--- config.mk ---
export PLATFORM = sky130hd
export DESIGN_NAME = rtr_remap
export DESIGN_NICKNAME = d
export VERILOG_FILES = /design/src/rtr_pkg.sv /design/src/rtr_tbl_mem.sv /design/src/rtr_remap.sv
export VERILOG_INCLUDE_DIRS = /design/src /design/src/src
export SDC_FILE = /design/constraint.sdc
export NUM_CORES = 1
export LEC_CHECK = 0
export BUFFER_PORTS_ARGS = -buffer_cell sky130_fd_sc_hd__clkbuf_2
export CAP_MARGIN = 10
export CORE_ASPECT_RATIO = 0.7
export CORE_MARGIN = 4
export CORE_UTILIZATION = 60
export CTS_BUF_LIST = sky130_fd_sc_hd__clkbuf_4 sky130_fd_sc_hd__clkbuf_8 sky130_fd_sc_hd__clkbuf_16
export CTS_CLUSTER_SIZE = 28
export DETAILED_ROUTE_END_ITERATION = 10
export GPL_TIMING_DRIVEN = 1
export HOLD_SLACK_MARGIN = 0.1
export PLACE_DENSITY = 0.8
export RECOVER_POWER = 25
export SLEW_MARGIN = 20
export SYNTH_ARGS = -nofsm -noshare
export SYNTH_HDL_FRONTEND = slang
export SYNTH_SLANG_ARGS = --single-unit
--- constraint.sdc ---
create_clock -name pclk -period 3.95 [get_ports pclk]
set_input_delay 0.5925 -clock pclk [delete_from_list [all_inputs] [get_ports pclk]]
set_output_delay 0.5925 -clock pclk [all_outputs]
set_load 0.05 [all_outputs]
--- src/rtr_defs.svh ---
// register indices, field positions and reset values of the remap block
`ifndef RTR_DEFS_SVH
`define RTR_DEFS_SVH

// register indices; byte address is four times the index
`define RTR_IDX_TGT1 8'h70
`define RTR_IDX_TGT2 8'h71
`define RTR_IDX_TGT3 8'h72
`define RTR_IDX_TGT4 8'h73
`define RTR_IDX_TGT5 8'h74
`define RTR_IDX_TGT6 8'h75
`define RTR_IDX_ALIAS1 8'h77
`define RTR_IDX_CTRL 8'h7E
`define RTR_IDX_STATUS 8'h7F

// field positions
`define RTR_ADDR_MSB 7
`define RTR_ADDR_LSB 1
`define RTR_CTRL_PORT_SEL 0

// reset values
`define RTR_TGT_RESET 7'h00
`define RTR_ALIAS_RESET 7'h00

`endif

--- src/rtr_pkg.sv ---
// types shared by the target remap block
package rtr_pkg;

    // apb answer sequencer
    typedef enum logic [0:0] {
        RTR_IDLE = 1'b0,
        RTR_ANSWER = 1'b1
    } rtr_apb_state_t;

    typedef logic [6:0] rtr_addr7_t;

endpackage

--- src/rtr_tbl_mem.sv ---
// table of real remote target addresses, one write and two read ports
`timescale 1ns/10ps
`include "rtr_defs.svh"

module rtr_tbl_mem #(
    parameter int DEPTH = 12,
    parameter int WIDTH = 7,
    parameter int AW = 4
) (
    // clock and reset
    input wire logic pclk,
    input wire logic presetn,
    // write port
    input wire logic wr_en,
    input wire logic [AW-1:0] wr_idx,
    input wire logic [WIDTH-1:0] wr_data,
    // read ports, data one cycle after the index
    input wire logic [AW-1:0] rd_a_idx,
    output logic [WIDTH-1:0] rd_a_data,
    input wire logic [AW-1:0] rd_b_idx,
    output logic [WIDTH-1:0] rd_b_data
);

    typedef struct packed {
        logic [DEPTH-1:0][WIDTH-1:0] mem;
        logic [WIDTH-1:0] a;
        logic [WIDTH-1:0] b;
    } rtr_mem_state_t;

    rtr_mem_state_t s;
    rtr_mem_state_t next_s;

    if (DEPTH > (1 << AW)) begin : g_chk
        $error("rtr_tbl_mem: DEPTH does not fit AW");
    end

    // read data registered; a write in the same cycle is seen next read
    always_comb begin
        next_s = s;
        next_s.a = (int'(rd_a_idx) < DEPTH) ? s.mem[rd_a_idx] : '0;
        next_s.b = (int'(rd_b_idx) < DEPTH) ? s.mem[rd_b_idx] : '0;
        if (wr_en && int'(wr_idx) < DEPTH) begin
            next_s.mem[wr_idx] = wr_data;
        end
    end

    // every entry clears so each target starts out blocked
    always_ff @(posedge pclk or negedge presetn) begin
        if (!presetn) begin
            s <= '0;
        end else begin
            s <= next_s;
        end
    end

    assign rd_a_data = s.a;
    assign rd_b_data = s.b;

endmodule

--- src/rtr_remap.sv ---
// remote target id remap: apb registers and alias-to-address lookup
//
// Design decision made here: the APB interface to the registers.
`timescale 1ns/10ps
`include "rtr_defs.svh"

module rtr_remap #(
    parameter int ADDR_W = 12,
    parameter int NUM_TARGETS = 6
) (
    // clock and reset
    input wire logic pclk,
    input wire logic presetn,
    // apb slave
    input wire logic psel,
    input wire logic penable,
    input wire logic pwrite,
    input wire logic [ADDR_W-1:0] paddr,
    input wire logic [31:0] pwdata,
    output logic [31:0] prdata,
    output logic pready,
    output logic pslverr,
    // lookup request from the local i2c target logic
    input wire logic lookup_valid,
    input wire logic [6:0] lookup_addr,
    input wire logic lookup_port,
    // lookup answer toward the control channel
    output logic fwd_valid,
    output logic fwd_block,
    output logic [6:0] fwd_addr
);

    localparam int TBL_DEPTH = 2 * NUM_TARGETS;

    typedef struct packed {
        rtr_pkg::rtr_apb_state_t st;
        logic port_sel;
        logic [1:0][NUM_TARGETS-1:0][6:0] alias_tab;
        logic [31:0] rdata;
        logic look;
        logic hit;
        logic [6:0] last_addr;
        logic last_fwd;
        logic last_block;
        logic [2:0] last_slot;
        logic last_port;
    } rtr_state_t;

    rtr_state_t s;
    rtr_state_t next_s;

    logic [6:0] mem_a_data;
    logic [6:0] mem_b_data;
    logic [3:0] mem_a_idx;
    logic [3:0] mem_b_idx;
    logic mem_wr;

    if (NUM_TARGETS != 6 || ADDR_W < 10) begin : g_chk
        $error("rtr_remap: six targets and ADDR_W >= 10 required");
    end

    // flat table index: port 1 copies sit above the port 0 copies
    function automatic logic [3:0] tbl_index(input logic port,
                                             input logic [2:0] slot);
        tbl_index = port ? ({1'b0, slot} + 4'd6) : {1'b0, slot};
    endfunction

    // slot of a register group, or the group size when outside it
    function automatic logic [2:0] slot_of(input logic [7:0] idx,
                                           input logic [7:0] base);
        logic [7:0] d;
        d = idx - base;
        slot_of = (idx >= base && d < 8'(NUM_TARGETS)) ? d[2:0] : 3'd6;
    endfunction

    logic [7:0] reg_idx;
    logic addr_ok;
    logic [2:0] tslot;
    logic [2:0] aslot;
    logic is_tgt;
    logic is_alias;
    logic is_ctrl;
    logic is_stat;
    logic mapped;
    logic answer;

    // address decode, shared by read fetch and write commit
    always_comb begin
        reg_idx = paddr[9:2];
        addr_ok = (paddr[1:0] == 2'b00) && ((paddr >> 10) == '0);
        tslot = slot_of(reg_idx, `RTR_IDX_TGT1);
        aslot = slot_of(reg_idx, `RTR_IDX_ALIAS1);
        is_tgt = addr_ok && (tslot != 3'd6);
        is_alias = addr_ok && (aslot != 3'd6);
        is_ctrl = addr_ok && (reg_idx == `RTR_IDX_CTRL);
        is_stat = addr_ok && (reg_idx == `RTR_IDX_STATUS);
        mapped = is_tgt || is_alias || is_ctrl || is_stat;
        answer = psel && penable && (s.st == rtr_pkg::RTR_ANSWER);
    end

    assign mem_a_idx = tbl_index(s.port_sel, tslot);
    assign mem_wr = answer && pwrite && is_tgt;

    logic match;
    logic [2:0] match_slot;

    // first nonzero alias equal to the incoming address wins
    always_comb begin
        match = 1'b0;
        match_slot = 3'd0;
        for (int i = NUM_TARGETS - 1; i >= 0; i--) begin
            if (s.alias_tab[lookup_port][i] != `RTR_ALIAS_RESET &&
                s.alias_tab[lookup_port][i] == lookup_addr) begin
                match = 1'b1;
                match_slot = 3'(i);
            end
        end
    end

    // the real address is fetched from the table in parallel with the match
    assign mem_b_idx = tbl_index(lookup_port, match_slot);

    // next state: apb sequencer, registers, lookup pipeline
    always_comb begin
        next_s = s;
        next_s.look = lookup_valid;
        next_s.hit = lookup_valid && match;
        unique case (s.st)
            rtr_pkg::RTR_IDLE: begin
                // table read issued during setup is ready in this cycle
                if (psel && penable) begin
                    next_s.st = rtr_pkg::RTR_ANSWER;
                    next_s.rdata = '0;
                    if (is_tgt) begin
                        // address in 7:1, reserved bit 0 reads zero
                        next_s.rdata[`RTR_ADDR_MSB:`RTR_ADDR_LSB] = mem_a_data;
                    end else if (is_alias) begin
                        next_s.rdata[`RTR_ADDR_MSB:`RTR_ADDR_LSB] =
                            s.alias_tab[s.port_sel][aslot];
                    end else if (is_ctrl) begin
                        next_s.rdata[`RTR_CTRL_PORT_SEL] = s.port_sel;
                    end else if (is_stat) begin
                        next_s.rdata[13:0] = {s.last_addr, s.last_port,
                                              s.last_slot, s.last_block,
                                              s.last_fwd, s.look};
                    end
                end
            end
            rtr_pkg::RTR_ANSWER: begin
                next_s.st = rtr_pkg::RTR_IDLE;
                if (answer && pwrite && is_alias) begin
                    // alias write lands in the selected copy
                    next_s.alias_tab[s.port_sel][aslot] =
                        pwdata[`RTR_ADDR_MSB:`RTR_ADDR_LSB];
                end
                if (answer && pwrite && is_ctrl) begin
                    next_s.port_sel = pwdata[`RTR_CTRL_PORT_SEL];
                end
            end
        endcase
        // outcome of the lookup answered this cycle, kept for software
        if (s.look) begin
            next_s.last_fwd = fwd_valid;
            next_s.last_block = fwd_block;
            next_s.last_addr = fwd_valid ? mem_b_data : 7'h00;
        end
        if (lookup_valid) begin
            next_s.last_slot = match_slot;
            next_s.last_port = lookup_port;
        end
    end

    // all control state clears, so every target starts out blocked
    always_ff @(posedge pclk or negedge presetn) begin
        if (!presetn) begin
            s <= '0;
        end else begin
            s <= next_s;
        end
    end

    rtr_tbl_mem #(
        .DEPTH(TBL_DEPTH),
        .WIDTH(7),
        .AW(4)
    ) u_tbl (
        .pclk(pclk),
        .presetn(presetn),
        .wr_en(mem_wr),
        .wr_idx(mem_a_idx),
        .wr_data(pwdata[`RTR_ADDR_MSB:`RTR_ADDR_LSB]),
        .rd_a_idx(mem_a_idx),
        .rd_a_data(mem_a_data),
        .rd_b_idx(mem_b_idx),
        .rd_b_data(mem_b_data)
    );

    // apb answer: one wait cycle, then data from the rdata register
    assign pready = answer;
    assign pslverr = answer && !mapped;
    assign prdata = s.rdata;

    // forward with the stored real address
    assign fwd_addr = s.hit ? mem_b_data : 7'h00;
    // zero real address blocks the target even with a live alias
    assign fwd_valid = s.hit && (mem_b_data != `RTR_TGT_RESET);
    assign fwd_block = s.look && !fwd_valid;

endmodule

== After elaboration in Yosys (flattened, before gate mapping) ==
Index checks and enable logic that the tools add are counted.

* Register bits after elaboration: 213
* Latch bits: 0
* Memory bits (writable): 0
* Memory bits (read-only): 0
* Input port bits: 58
* Output and inout bits: 43
* Word-level logic and storage cells: 158
* Memories kept: 0

* Add/sub/neg operators: 4
* Multipliers: 0
* Divide/modulo/power cells: 0
* $lt $le $gt $ge: 14
* Eq/ne operators: 10
* Shift operators: 0
* Mux-type cells: 49
* Bitwise logic cells: 1
* Reductions and logical operators: 44

{| class="wikitable"
|+ Operators with widths
! cell !! number
|-
| $mux 42 || 5
|-
| $bwmux 84 || 2
|-
| $mux 7 || 11
|-
| $bmux 7 s4 || 2
|-
| $reduce_bool 7->1 || 7
|-
| $demux 42 s1 || 1
|-
| $eq 7x7->1 || 6
|-
| $demux 7 s4 || 1
|-
| $logic_and 1x1->1 || 27
|-
| $mux 3 || 8
|-
| $bmux 7 s3 || 1
|-
| $demux 7 s3 || 1
|-
| $eq 8x7->1 const B || 2
|-
| $ge 8x7->1 const B || 2
|-
| $lt 8x3->1 const B || 2
|-
| $sub 8x7->8 const B || 2
|-
| $mux 14 || 1
|-
| $mux 13 || 1
|-
| $logic_not 12->1 || 1
|-
| $mux 6 || 2
|-
| $lt 4x5->1 const B || 2
|-
| $mux 1 || 10
|-
| $add 3x3->4 const B || 2
|-
| $lt 4x4->1 const B || 2
|-
| other kinds (13) || 21
|}

== Logic depth before layout (Yosys ltp) ==
Gate-level depths: netlist of run 1.

* Depth in word-level cells: 15
* Mapped depth: 17

== Hierarchy ==
From an unflattened synthesis of run 1, not the netlist that was laid out.

* Cells, all modules: 969
* Area total of the unflattened synthesis: 12215.5 um^2

{| class="wikitable"
|+ By module, submodules not included
! module !! times used !! cells an instance !! area an instance (um^2) !! seq. area each (um^2)
|-
| rtr_remap || 1 || 644 || 7180.6 || 2877.8
|-
| rtr_tbl_mem || 1 || 325 || 5034.8 || 2452.4
|}

== Worst setup path before layout of run 1 ==
No wires, ideal clock.

* Kind: input port to flip-flop
* Start point: input port paddr[2]
* End point: register s[103] in the netlist's numbering
* Setup time: 0.128 ns
* Data arrival time: 3.808 ns
* Data required time: 3.822 ns
* Path slack: 0.014 ns
* Stages: 15
* Path buffers: 4
* Cells stage by stage: clkbuf_1 -> clkbuf_1 -> inv_1 -> ha_1 -> inv_2 -> maj3_2 -> o22ai_1 -> o2111ai_2 -> a311oi_2 -> and3_1 -> and2_1 -> buf_2 -> and3_1 -> buf_2 -> mux2_1

* Cells in the longest elaborated chain, start to end: 11
* Elaborated cells between the ends (all ways): 17
* Classes of those cells: add/sub: 1; order compare: 4; eq/ne: 1; mux: 6; reduce/logical: 5

{| class="wikitable"
|+ Ends and longest elaborated chain
! item !! line !! source
|-
| start: declaration || rtr_remap.sv:18 || <nowiki>input wire logic [ADDR_W-1:0] paddr,</nowiki>
|-
| $sub 8x7->8 || rtr_remap.sv:72 || <nowiki>d = idx - base;</nowiki>
|-
| $lt 8x3->1 || rtr_remap.sv:73 || <nowiki>slot_of = (idx >= base && d < 8'(NUM_TARGETS)) ? d[2:0] : 3'd6;</nowiki>
|-
| $logic_and 1x1->1 || rtr_remap.sv:73 ||
|-
| $mux 3 (*) || rtr_remap.sv:73 ||
|-
| $lt 3x4->1 / $ge 3x1->1 (equally long branches) || rtr_remap.sv:153 || <nowiki>next_s.alias_tab[s.port_sel][aslot] =</nowiki>
|-
| $logic_and 1x1->1 || rtr_remap.sv:153 ||
|-
| $mux 7 || rtr_remap.sv:153 ||
|-
| $demux 7 s3 || rtr_remap.sv:153 ||
|-
| $mux 42 || rtr_remap.sv:153 ||
|-
| $demux 42 s1 || rtr_remap.sv:153 ||
|-
| $bwmux 84 || rtr_remap.sv:153 ||
|-
| end signal: assignment || rtr_remap.sv:178 || <nowiki>s <= next_s;</nowiki>
|-
| end: declaration || rtr_remap.sv:49 || <nowiki>rtr_state_t s;</nowiki>
|}

Mark *: on every way between the ends. The rest lies on a longest branch, timed or not.
A chain may end at the register's enable or synchronous reset.

== Final worst setup path of run 1 ==
* Start point: input port paddr[3]
* End point: output port pslverr

* Cells in the longest elaborated chain, start to end: 11
* Elaborated cells between the ends (all ways): 23
* Classes of those cells: add/sub: 2; order compare: 4; eq/ne: 4; mux: 2; reduce/logical: 11

{| class="wikitable"
|+ Ends and longest elaborated chain
! item !! line !! source
|-
| $sub 8x7->8 || rtr_remap.sv:72 ||
|-
| $lt 8x3->1 || rtr_remap.sv:73 ||
|-
| $logic_and 1x1->1 || rtr_remap.sv:73 ||
|-
| $mux 3 || rtr_remap.sv:73 ||
|-
| $ne 3x3->1 (on tied branches) || rtr_remap.sv:93, rtr_remap.sv:94 ||
|-
| $logic_and 1x1->1 (on tied branches) || rtr_remap.sv:93, rtr_remap.sv:94 ||
|-
| $logic_or 1x1->1 (2 in series) || rtr_remap.sv:97 || <nowiki>mapped = is_tgt || is_alias || is_ctrl || is_stat;</nowiki>
|-
| $logic_or 1x1->1 (*) || rtr_remap.sv:97 ||
|-
| $logic_not 1->1 (*) || rtr_remap.sv:200 || <nowiki>assign pslverr = answer && !mapped;</nowiki>
|-
| $logic_and 1x1->1 (*) || rtr_remap.sv:200 ||
|-
| end: declaration || rtr_remap.sv:22 || <nowiki>output logic pslverr,</nowiki>
|}

Marked as above.

==> impl_metrics.env, run 1 <==
export IMPL_initial_utilization=0.621
export IMPL_max_transition_margin=-0.844
export IMPL_cpLargestDelayFamily="compound AO/OA/AOI/OAI gates"
export IMPL_routed_wirelength_microns=31900
export IMPL_syn_to_final_growth_pct=9.57
export IMPL_tightest_slew_ps=2770
export IMPL_place_congestion=0.950
export IMPL_peakVddDrop_v=0.000276
export IMPL_fillCellCount=1435
export IMPL_final_setup_skew_ps=14.0
export IMPL_h_tree_depth=1
export IMPL_cp_num_buf_inv=4
export IMPL_clk_insertion_delay_late_ps=500
export IMPL_critical_path_source_type="input port"
export IMPL_synth_warnings=0
export IMPL_drt_iter0_drc=923
export IMPL_cts_tree="done"
export IMPL_power_static_leakage_uw=0.00612
export IMPL_clock_sinks=213
export IMPL_final_clock_period_utilization_by_the_worst_path=0.965
export IMPL_place_port_buffers=58
export IMPL_clock_fmax_mhz=262
export IMPL_detailedPlacementHpwl_microns=22400
export IMPL_crit_top_cell="clkbuf_2"
export IMPL_ctsRootBufferMaster="clkbuf_16"
export IMPL_synth_area_per_cell_sq_um=12.0
export IMPL_grt_total_usage=0.284
export IMPL_commonest_non_fill_non_tap_cell_in_the_layout="dfrtp_1"
export IMPL_layout_area_seq_sq_um=5330
export IMPL_failed_checks="max-capacitance violations, max-slew violations"
export IMPL_die_area_sq_um=22300
export IMPL_post_synth_inst_count=994
export IMPL_critical_path_slowest_cell="ha_1"
export IMPL_post_route_drc_count=0
export IMPL_post_synth_top_area_fraction=0.446
export IMPL_cts_resized_gates=0
export IMPL_first_pass_grt_wire_length_microns=49400
export IMPL_synth_top_flop_cell="dfrtp_1"
export IMPL_grt_max_degree=113
export IMPL_leading_cell_types_by_total_area_after_synthesis="dfrtp_1 45%, mux2_2 12%, mux2i_1 7.1%"
export IMPL_number_of_buffers_created_by_cts=21
export IMPL_post_cts_buffers=0
export IMPL_critPathCaptureType="output port"
export IMPL_die_y_microns=126
export IMPL_number_of_flops_mapped_to_enable_cells_by_yosys=0
export IMPL_critPathKind="in2out"
export IMPL_number_of_antenna_violations_at_the_first_check_in_global_routing=0
export IMPL_antenna_cells=0
export IMPL_core_area_sq_um=19200
export IMPL_ys_types=74
export IMPL_required_worst_endpoint_ps=3360
export IMPL_hold_slack_ps=377
export IMPL_chipWidth_microns=177
export IMPL_avgViaCountPerCell=6.61
export IMPL_post_route_cells_drive_above_1_share=0.295
export IMPL_layout_core_utilization=0.681
export IMPL_timing_hold_worst_class="in2reg"
export IMPL_netlist_area_sq_um=11900
export IMPL_fin_crit_ps=3810
export IMPL_worst_ep_arrival_time_ps=3220
export IMPL_first_global_vias=8495
export IMPL_core_rowCount=42
export IMPL_multi_input_area_sq_um=6070
export IMPL_clkSlewWorstSetupHoldPaths_ps=70
export IMPL_max_stage_delay_ps=410
export IMPL_routedWlPerCell_microns=24.3
export IMPL_synth_seq_area_share=0.446
export IMPL_io_pin_count=101
export IMPL_detailroute_via_count=8685
export IMPL_grt_remaining_overflow=0
export IMPL_synth_async_reset_ratio=1.00
export IMPL_outcome="complete, but fails checks"
export IMPL_cts_hold_fix_buffers=0
export IMPL_hold_violations=0
export IMPL_antenna_violating_nets_post_route=0
export IMPL_power_per_cell_area_nw_per_um2=336
export IMPL_synth_ff_latch_count=213
export IMPL_grt_setup_unrepaired="no"
export IMPL_timing_critical_path_fanout_max=15
export IMPL_nets=1099
export IMPL_post_synth_top_area_cell="dfrtp_1"
export IMPL_dr_pass1_iters=5
export IMPL_cts_root_to_sink_buffers=3
export IMPL_maxCapViolations=1
export IMPL_finalPower_uw=4400
export IMPL_crit_path_cell_trace="clkbuf_2 > ha_1 > inv_2 > maj3_2 > o22ai_1 > o2111ai_2 > a311oi_2 > buf_6 > nor2_1 > and3_1 > clkbuf_2"
export IMPL_layout_common_cells="212 x dfrtp_1, 131 x mux2_2, 85 x mux2i_1"
export IMPL_maxSlewViolCount=111
export IMPL_finalSetupViolCount=0
-- worst reg2reg max path, cell delays in order (launching register included) --
cell and delay [ps]:
dfrtp_1 420, or4_1 540, nor4_1 280, o31ai_1 140, and3_1 260, a211oi_4 350
inv_1 80, ha_1 310, nand2_1 70, or3_1 500, o22ai_1 260, buf_4 160
a211o_1 140
-- worst paths after layout --
kind / slack, ps / cells past startpoint / from / to
worst max register to register: 370 / 12 / s[56]$_DFFE_PN0P_ / u_tbl.rd_b_data[1]$_DFF_PN0_
worst min register to register: 490 / 1 / s[10]$_DFFE_PN0P_ / prdata[11]$_DFFE_PN0P_
worst max-delay path: 140 / 11 / paddr[3] / pslverr
min in group asynchronous: 930 / 1 / presetn / s[50]$_DFFE_PN0P_
max in group asynchronous: 1190 / 1 / presetn / s[131]$_DFFE_PN0P_
worst min-delay path: 380 / 2 / pwdata[0] / s[131]$_DFFE_PN0P_
-- stage by stage --
| step | instance area [sq um] | cells | setup WS, ps | setup TNS [ps] |
|---|---|---|---|---|
| 3_3_place_gp | 12500 | 1278 | 8.97 | 0 |
| 2_1_floorplan | 12000 | 1011 | 14.2 | 0 |
| 5_1_grt | 13100 | 1313 | 20.9 | 0 |
| 6_report | 13100 | 1313 | 137 | 0 |
| 4_1_cts | 13100 | 1313 | 95.0 | 0 |
| 3_5_place_dp | 12500 | 1278 | -30.5 | -61.1 |
-- state kept, by name (all words and copies together) (netlist names) --
signal and count:
u_tbl.rd_a_data 7, s 101, prdata 14, u_tbl.s 84, u_tbl.rd_b_data 7
-- layer usage --
| layer | share of wire | GRT usage | up-vias | routed length (microns) |
|---|---|---|---|---|
| met1 | 0.45 | 0.440 | 4434 | 14400 |
| met5 | 0 | 0 | - | 0 |
| met3 | 0.13 | 0.104 | 33 | 4090 |
| met4 | 0.013 | 0.0450 | 0 | 417 |
| li1 | - | - | 3773 | - |
| met2 | 0.41 | 0.390 | 445 | 13000 |
-- where the power goes --
group          internal (uW)  total, uW  leakage (uW)  switching [uW]
Combinational           80.8        303       0.00282             222
Clock                   1080       1910      0.000329             831
Sequential              2190       2190       0.00296            4.18
Total                   3340       4400       0.00612            1060
-- cell usage after synthesis, types with 6 or more instances --
master / number
nor4_1: 13
xor2_1: 8
a221oi_1: 14
o22a_1: 19
a211oi_1: 8
inv_1: 9
nor3_1: 11
o31ai_1: 11
o22ai_1: 12
xnor2_1: 35
nand2_1: 52
mux2_2: 131
buf_2: 12
buf_6: 7
mux4_2: 15
and2_1: 8
and3_1: 10
nand3_1: 20
clkbuf_1: 36
buf_4: 36
o221ai_1: 21
mux2_1: 56
a222oi_1: 7
nor2_1: 27
dfrtp_1: 213
mux2i_1: 85
a22o_1: 6
a21oi_1: 9
nand2b_1: 7
buf_1: 7
-- cell families after synthesis --
logic type                 Yosys count  synth area share
AOI/OAI and AO/OA                  145            0.0998
buffers and inverters              108            0.0509
xor gates and xnor gates            44            0.0329
and+or+nand+nor                    188            0.0844
DFF                                213             0.446
other                                1          0.000314
adders and majority gates            5           0.00513
muxes                              290             0.280
-- final cells by class --
class                   count  area share
flip-flops and latches    213       0.407
multi-input cells         690       0.464
well taps                 264      0.0252
repair buffers            101      0.0518
clock buffers              29      0.0466
inverters                  10     0.00287
clock inverters             6     0.00229
Note: power is estimated with default switching activity, not from simulation.
==> run 2: changes to the inputs <==
--- a/config.mk
+++ b/config.mk
@@ -10,13 +10,11 @@
 export CAP_MARGIN = 10
 export CORE_ASPECT_RATIO = 0.7
 export CORE_MARGIN = 4
-export CORE_UTILIZATION = 60
-export CTS_BUF_LIST = sky130_fd_sc_hd__clkbuf_4 sky130_fd_sc_hd__clkbuf_8 sky130_fd_sc_hd__clkbuf_16
+export CORE_UTILIZATION = 35
 export CTS_CLUSTER_SIZE = 28
 export DETAILED_ROUTE_END_ITERATION = 10
 export GPL_TIMING_DRIVEN = 1
 export HOLD_SLACK_MARGIN = 0.1
-export PLACE_DENSITY = 0.8
 export RECOVER_POWER = 25
 export SLEW_MARGIN = 20
 export SYNTH_ARGS = -nofsm -noshare
==> run 2 against run 1 <==
Effect of this change: the flow still finishes with violations (max-capacitance violations, max-slew violations); core utilization is 27 points lower; clock power grew 24%; final area increased by 4.1%; clock skew is 3.9 ps lower; sequential power hardly changed; combinational power increased by 2%.
==> impl_metrics.env, run 2 (same netlist as run 1, synthesis figures left out) <==
export IMPL_cts_tree="done"
export IMPL_grt_max_degree=88
export IMPL_final_setup_skew_ps=10.1
export IMPL_antenna_violating_nets_post_route=0
export IMPL_timing_critical_path_fanout_max=15
export IMPL_cts_root_to_sink_buffers=3
export IMPL_grt_setup_unrepaired="no"
export IMPL_crit_path_cell_trace="clkbuf_2 > inv_1 > ha_1 > inv_2 > maj3_2 > o22ai_1 > o2111ai_2 > a311oi_2 > buf_4 > nor2_1 > and3_1 > clkbuf_2"
export IMPL_outcome="complete, but fails checks"
export IMPL_nets=1117
export IMPL_peakVddDrop_v=0.000284
export IMPL_cpLargestDelayFamily="buffers and inverters"
export IMPL_grt_total_usage=0.181
export IMPL_first_pass_grt_wire_length_microns=52800
export IMPL_clock_fmax_mhz=279
export IMPL_grtUsageMet2=0.251
export IMPL_core_rowCount=56
export IMPL_worst_ep_arrival_time_ps=3000
export IMPL_h_tree_depth=1
export IMPL_die_area_sq_um=37200
export IMPL_finalSetupViolCount=0
export IMPL_detailedPlacementHpwl_microns=24800
export IMPL_largest_register_ffs=101
export IMPL_timing_setup_tns_ps=0
export IMPL_max_transition_margin=-0.543
export IMPL_gr_max_usage_layer="met1"
export IMPL_chipWidth_microns=229
export IMPL_required_worst_endpoint_ps=3360
export IMPL_routedWlPerCell_microns=22.5
export IMPL_critical_path_source_type="input port"
export IMPL_ctsRootBufferMaster="clkbuf_16"
export IMPL_hold_violations=0
export IMPL_die_y_microns=163
export IMPL_pre_cts_ws_ps=171
export IMPL_place_congestion=0.921
export IMPL_clock_sinks=213
export IMPL_power_per_cell_area_nw_per_um2=358
export IMPL_failed_checks="max-capacitance violations, max-slew violations"
export IMPL_clk_insertion_delay_late_ps=520
export IMPL_tightest_slew_ps=2310
export IMPL_timing_hold_worst_class="in2reg"
export IMPL_post_cts_buffers=0
export IMPL_critical_path_slowest_cell="ha_1"
export IMPL_layout_common_cells="212 x dfrtp_1, 131 x mux2_2, 85 x mux2i_1"
export IMPL_number_of_buffers_created_by_cts=24
export IMPL_finalPower_uw=4870
export IMPL_instances_no_fill=1509
export IMPL_whs_endpoint="s[131]$_DFFE_PN0P_"
export IMPL_post_route_worst_setup_slack_ps=361
export IMPL_critPathCaptureType="output port"
export IMPL_number_of_antenna_violations_at_the_first_check_in_global_routing=5
export IMPL_min_from="pwdata[0]"
export IMPL_first_global_vias=8386
export IMPL_dr_pass1_iters=7
export IMPL_placed_instance_count=1463
export IMPL_critPathKind="in2out"
export IMPL_power_static_leakage_uw=0.00627
export IMPL_io_pin_count=101
export IMPL_top_register="s"
export IMPL_maxCapViolations=1
export IMPL_avgViaCountPerCell=5.65
export IMPL_holdPathStages=2
export IMPL_worstRegToRegCells=9
export IMPL_max_stage_delay_ps=340
export IMPL_place_port_buffers=58
export IMPL_core_area_sq_um=33600
export IMPL_clkSlewWorstSetupHoldPaths_ps=60
export IMPL_worst_r2r_endpoint="u_tbl.rd_b_data[5]$_DFF_PN0_"
export IMPL_initial_utilization=0.356
export IMPL_routed_wirelength_microns=34000
export IMPL_crit_top_cell="clkbuf_2"
export IMPL_detailroute_via_count=8532
export IMPL_postPlaceCellArea_sq_um=12800
export IMPL_global_route_met1_usage=0.285
export IMPL_cp_num_buf_inv=5
export IMPL_syn_to_final_growth_pct=14.1
export IMPL_fin_crit_ps=3590
export IMPL_worst_r2r_setup_slack_ps=560
export IMPL_post_route_cells_drive_above_1_share=0.306
export IMPL_maxSlewViolCount=87
export IMPL_global_route_track_usage_on_met3=0.0449
export IMPL_rr_startpoint="s[56]$_DFFE_PN0P_"
export IMPL_drt_iter0_drc=814
export IMPL_grt_remaining_overflow=0
export IMPL_commonest_non_fill_non_tap_cell_in_the_layout="dfrtp_1"
export IMPL_final_clock_period_utilization_by_the_worst_path=0.909
export IMPL_post_route_drc_count=0
export IMPL_design_area_sq_um=13600
run 2: cell types whose count changed in the layout (fill, tap and decap cells not counted), sizes merged:
| cell | before | now |
|---|---|---|
| clkbuf | 86 | 92 |
| bufinv | 0 | 3 |
| clkinvlp | 0 | 2 |
| diode | 0 | 1 |
| buf | 44 | 58 |
| clkinv | 6 | 4 |
| dlygate4sd3 | 0 | 1 |
run 2: what timing repair did:
item                      4_1_cts  5_1_grt
resized for setup               0        0
hold buffers                    1        0
hold endpoints to repair       11        0
run 2: power by group:
group / switching (uW) / internal [uW] / total (uW)
logic: 224 / 84.9 / 309
clock network: 911 / 1460 / 2370
registers: 4.03 / 2190 / 2190
run 2: stage by stage:
| stage | utilization | hold slack (ps) |
|---|---|---|
| after detailed placement | 0.381 | 475 |
| after global routing | 0.406 | 366 |
| after global placement | 0.381 | 463 |
| after floorplan | - | 297 |
| after CTS | 0.406 | 301 |
| final | 0.406 | 374 |
run 2: metal layers:
| metal | routed length (microns) | share of wire |
|---|---|---|
| met4 | 494 | 0.015 |
| met5 | 13 | 0.00038 |
| met1 | 16900 | 0.50 |
| met3 | 2930 | 0.086 |
| met2 | 13700 | 0.40 |
run 2: cell type report:
class	instances	area (sq um)
clock buffer	35	723
sequential	213	5330
fill	3128	19900
timing repair buffer	116	790
antenna	1	2.50
multi-input combinational	690	6070
tap	435	544
inverter	10	37.5
clock inverter	9	125
run 2: worst max-delay path by stage:
stage / startpoint / end / slack (ps) / cells after the start
after floorplan: paddr[2] / s[103]$_DFFE_PN0P_ / 10 / 15
after global routing: paddr[2] / pslverr / 220 / 12
final: paddr[2] / pslverr / 360 / 12
after CTS: paddr[2] / pslverr / 370 / 12
after global placement: paddr[2] / prdata[6]$_DFFE_PN0P_ / 210 / 12
after detailed placement: lookup_port / u_tbl.rd_b_data[1]$_DFF_PN0_ / 170 / 16
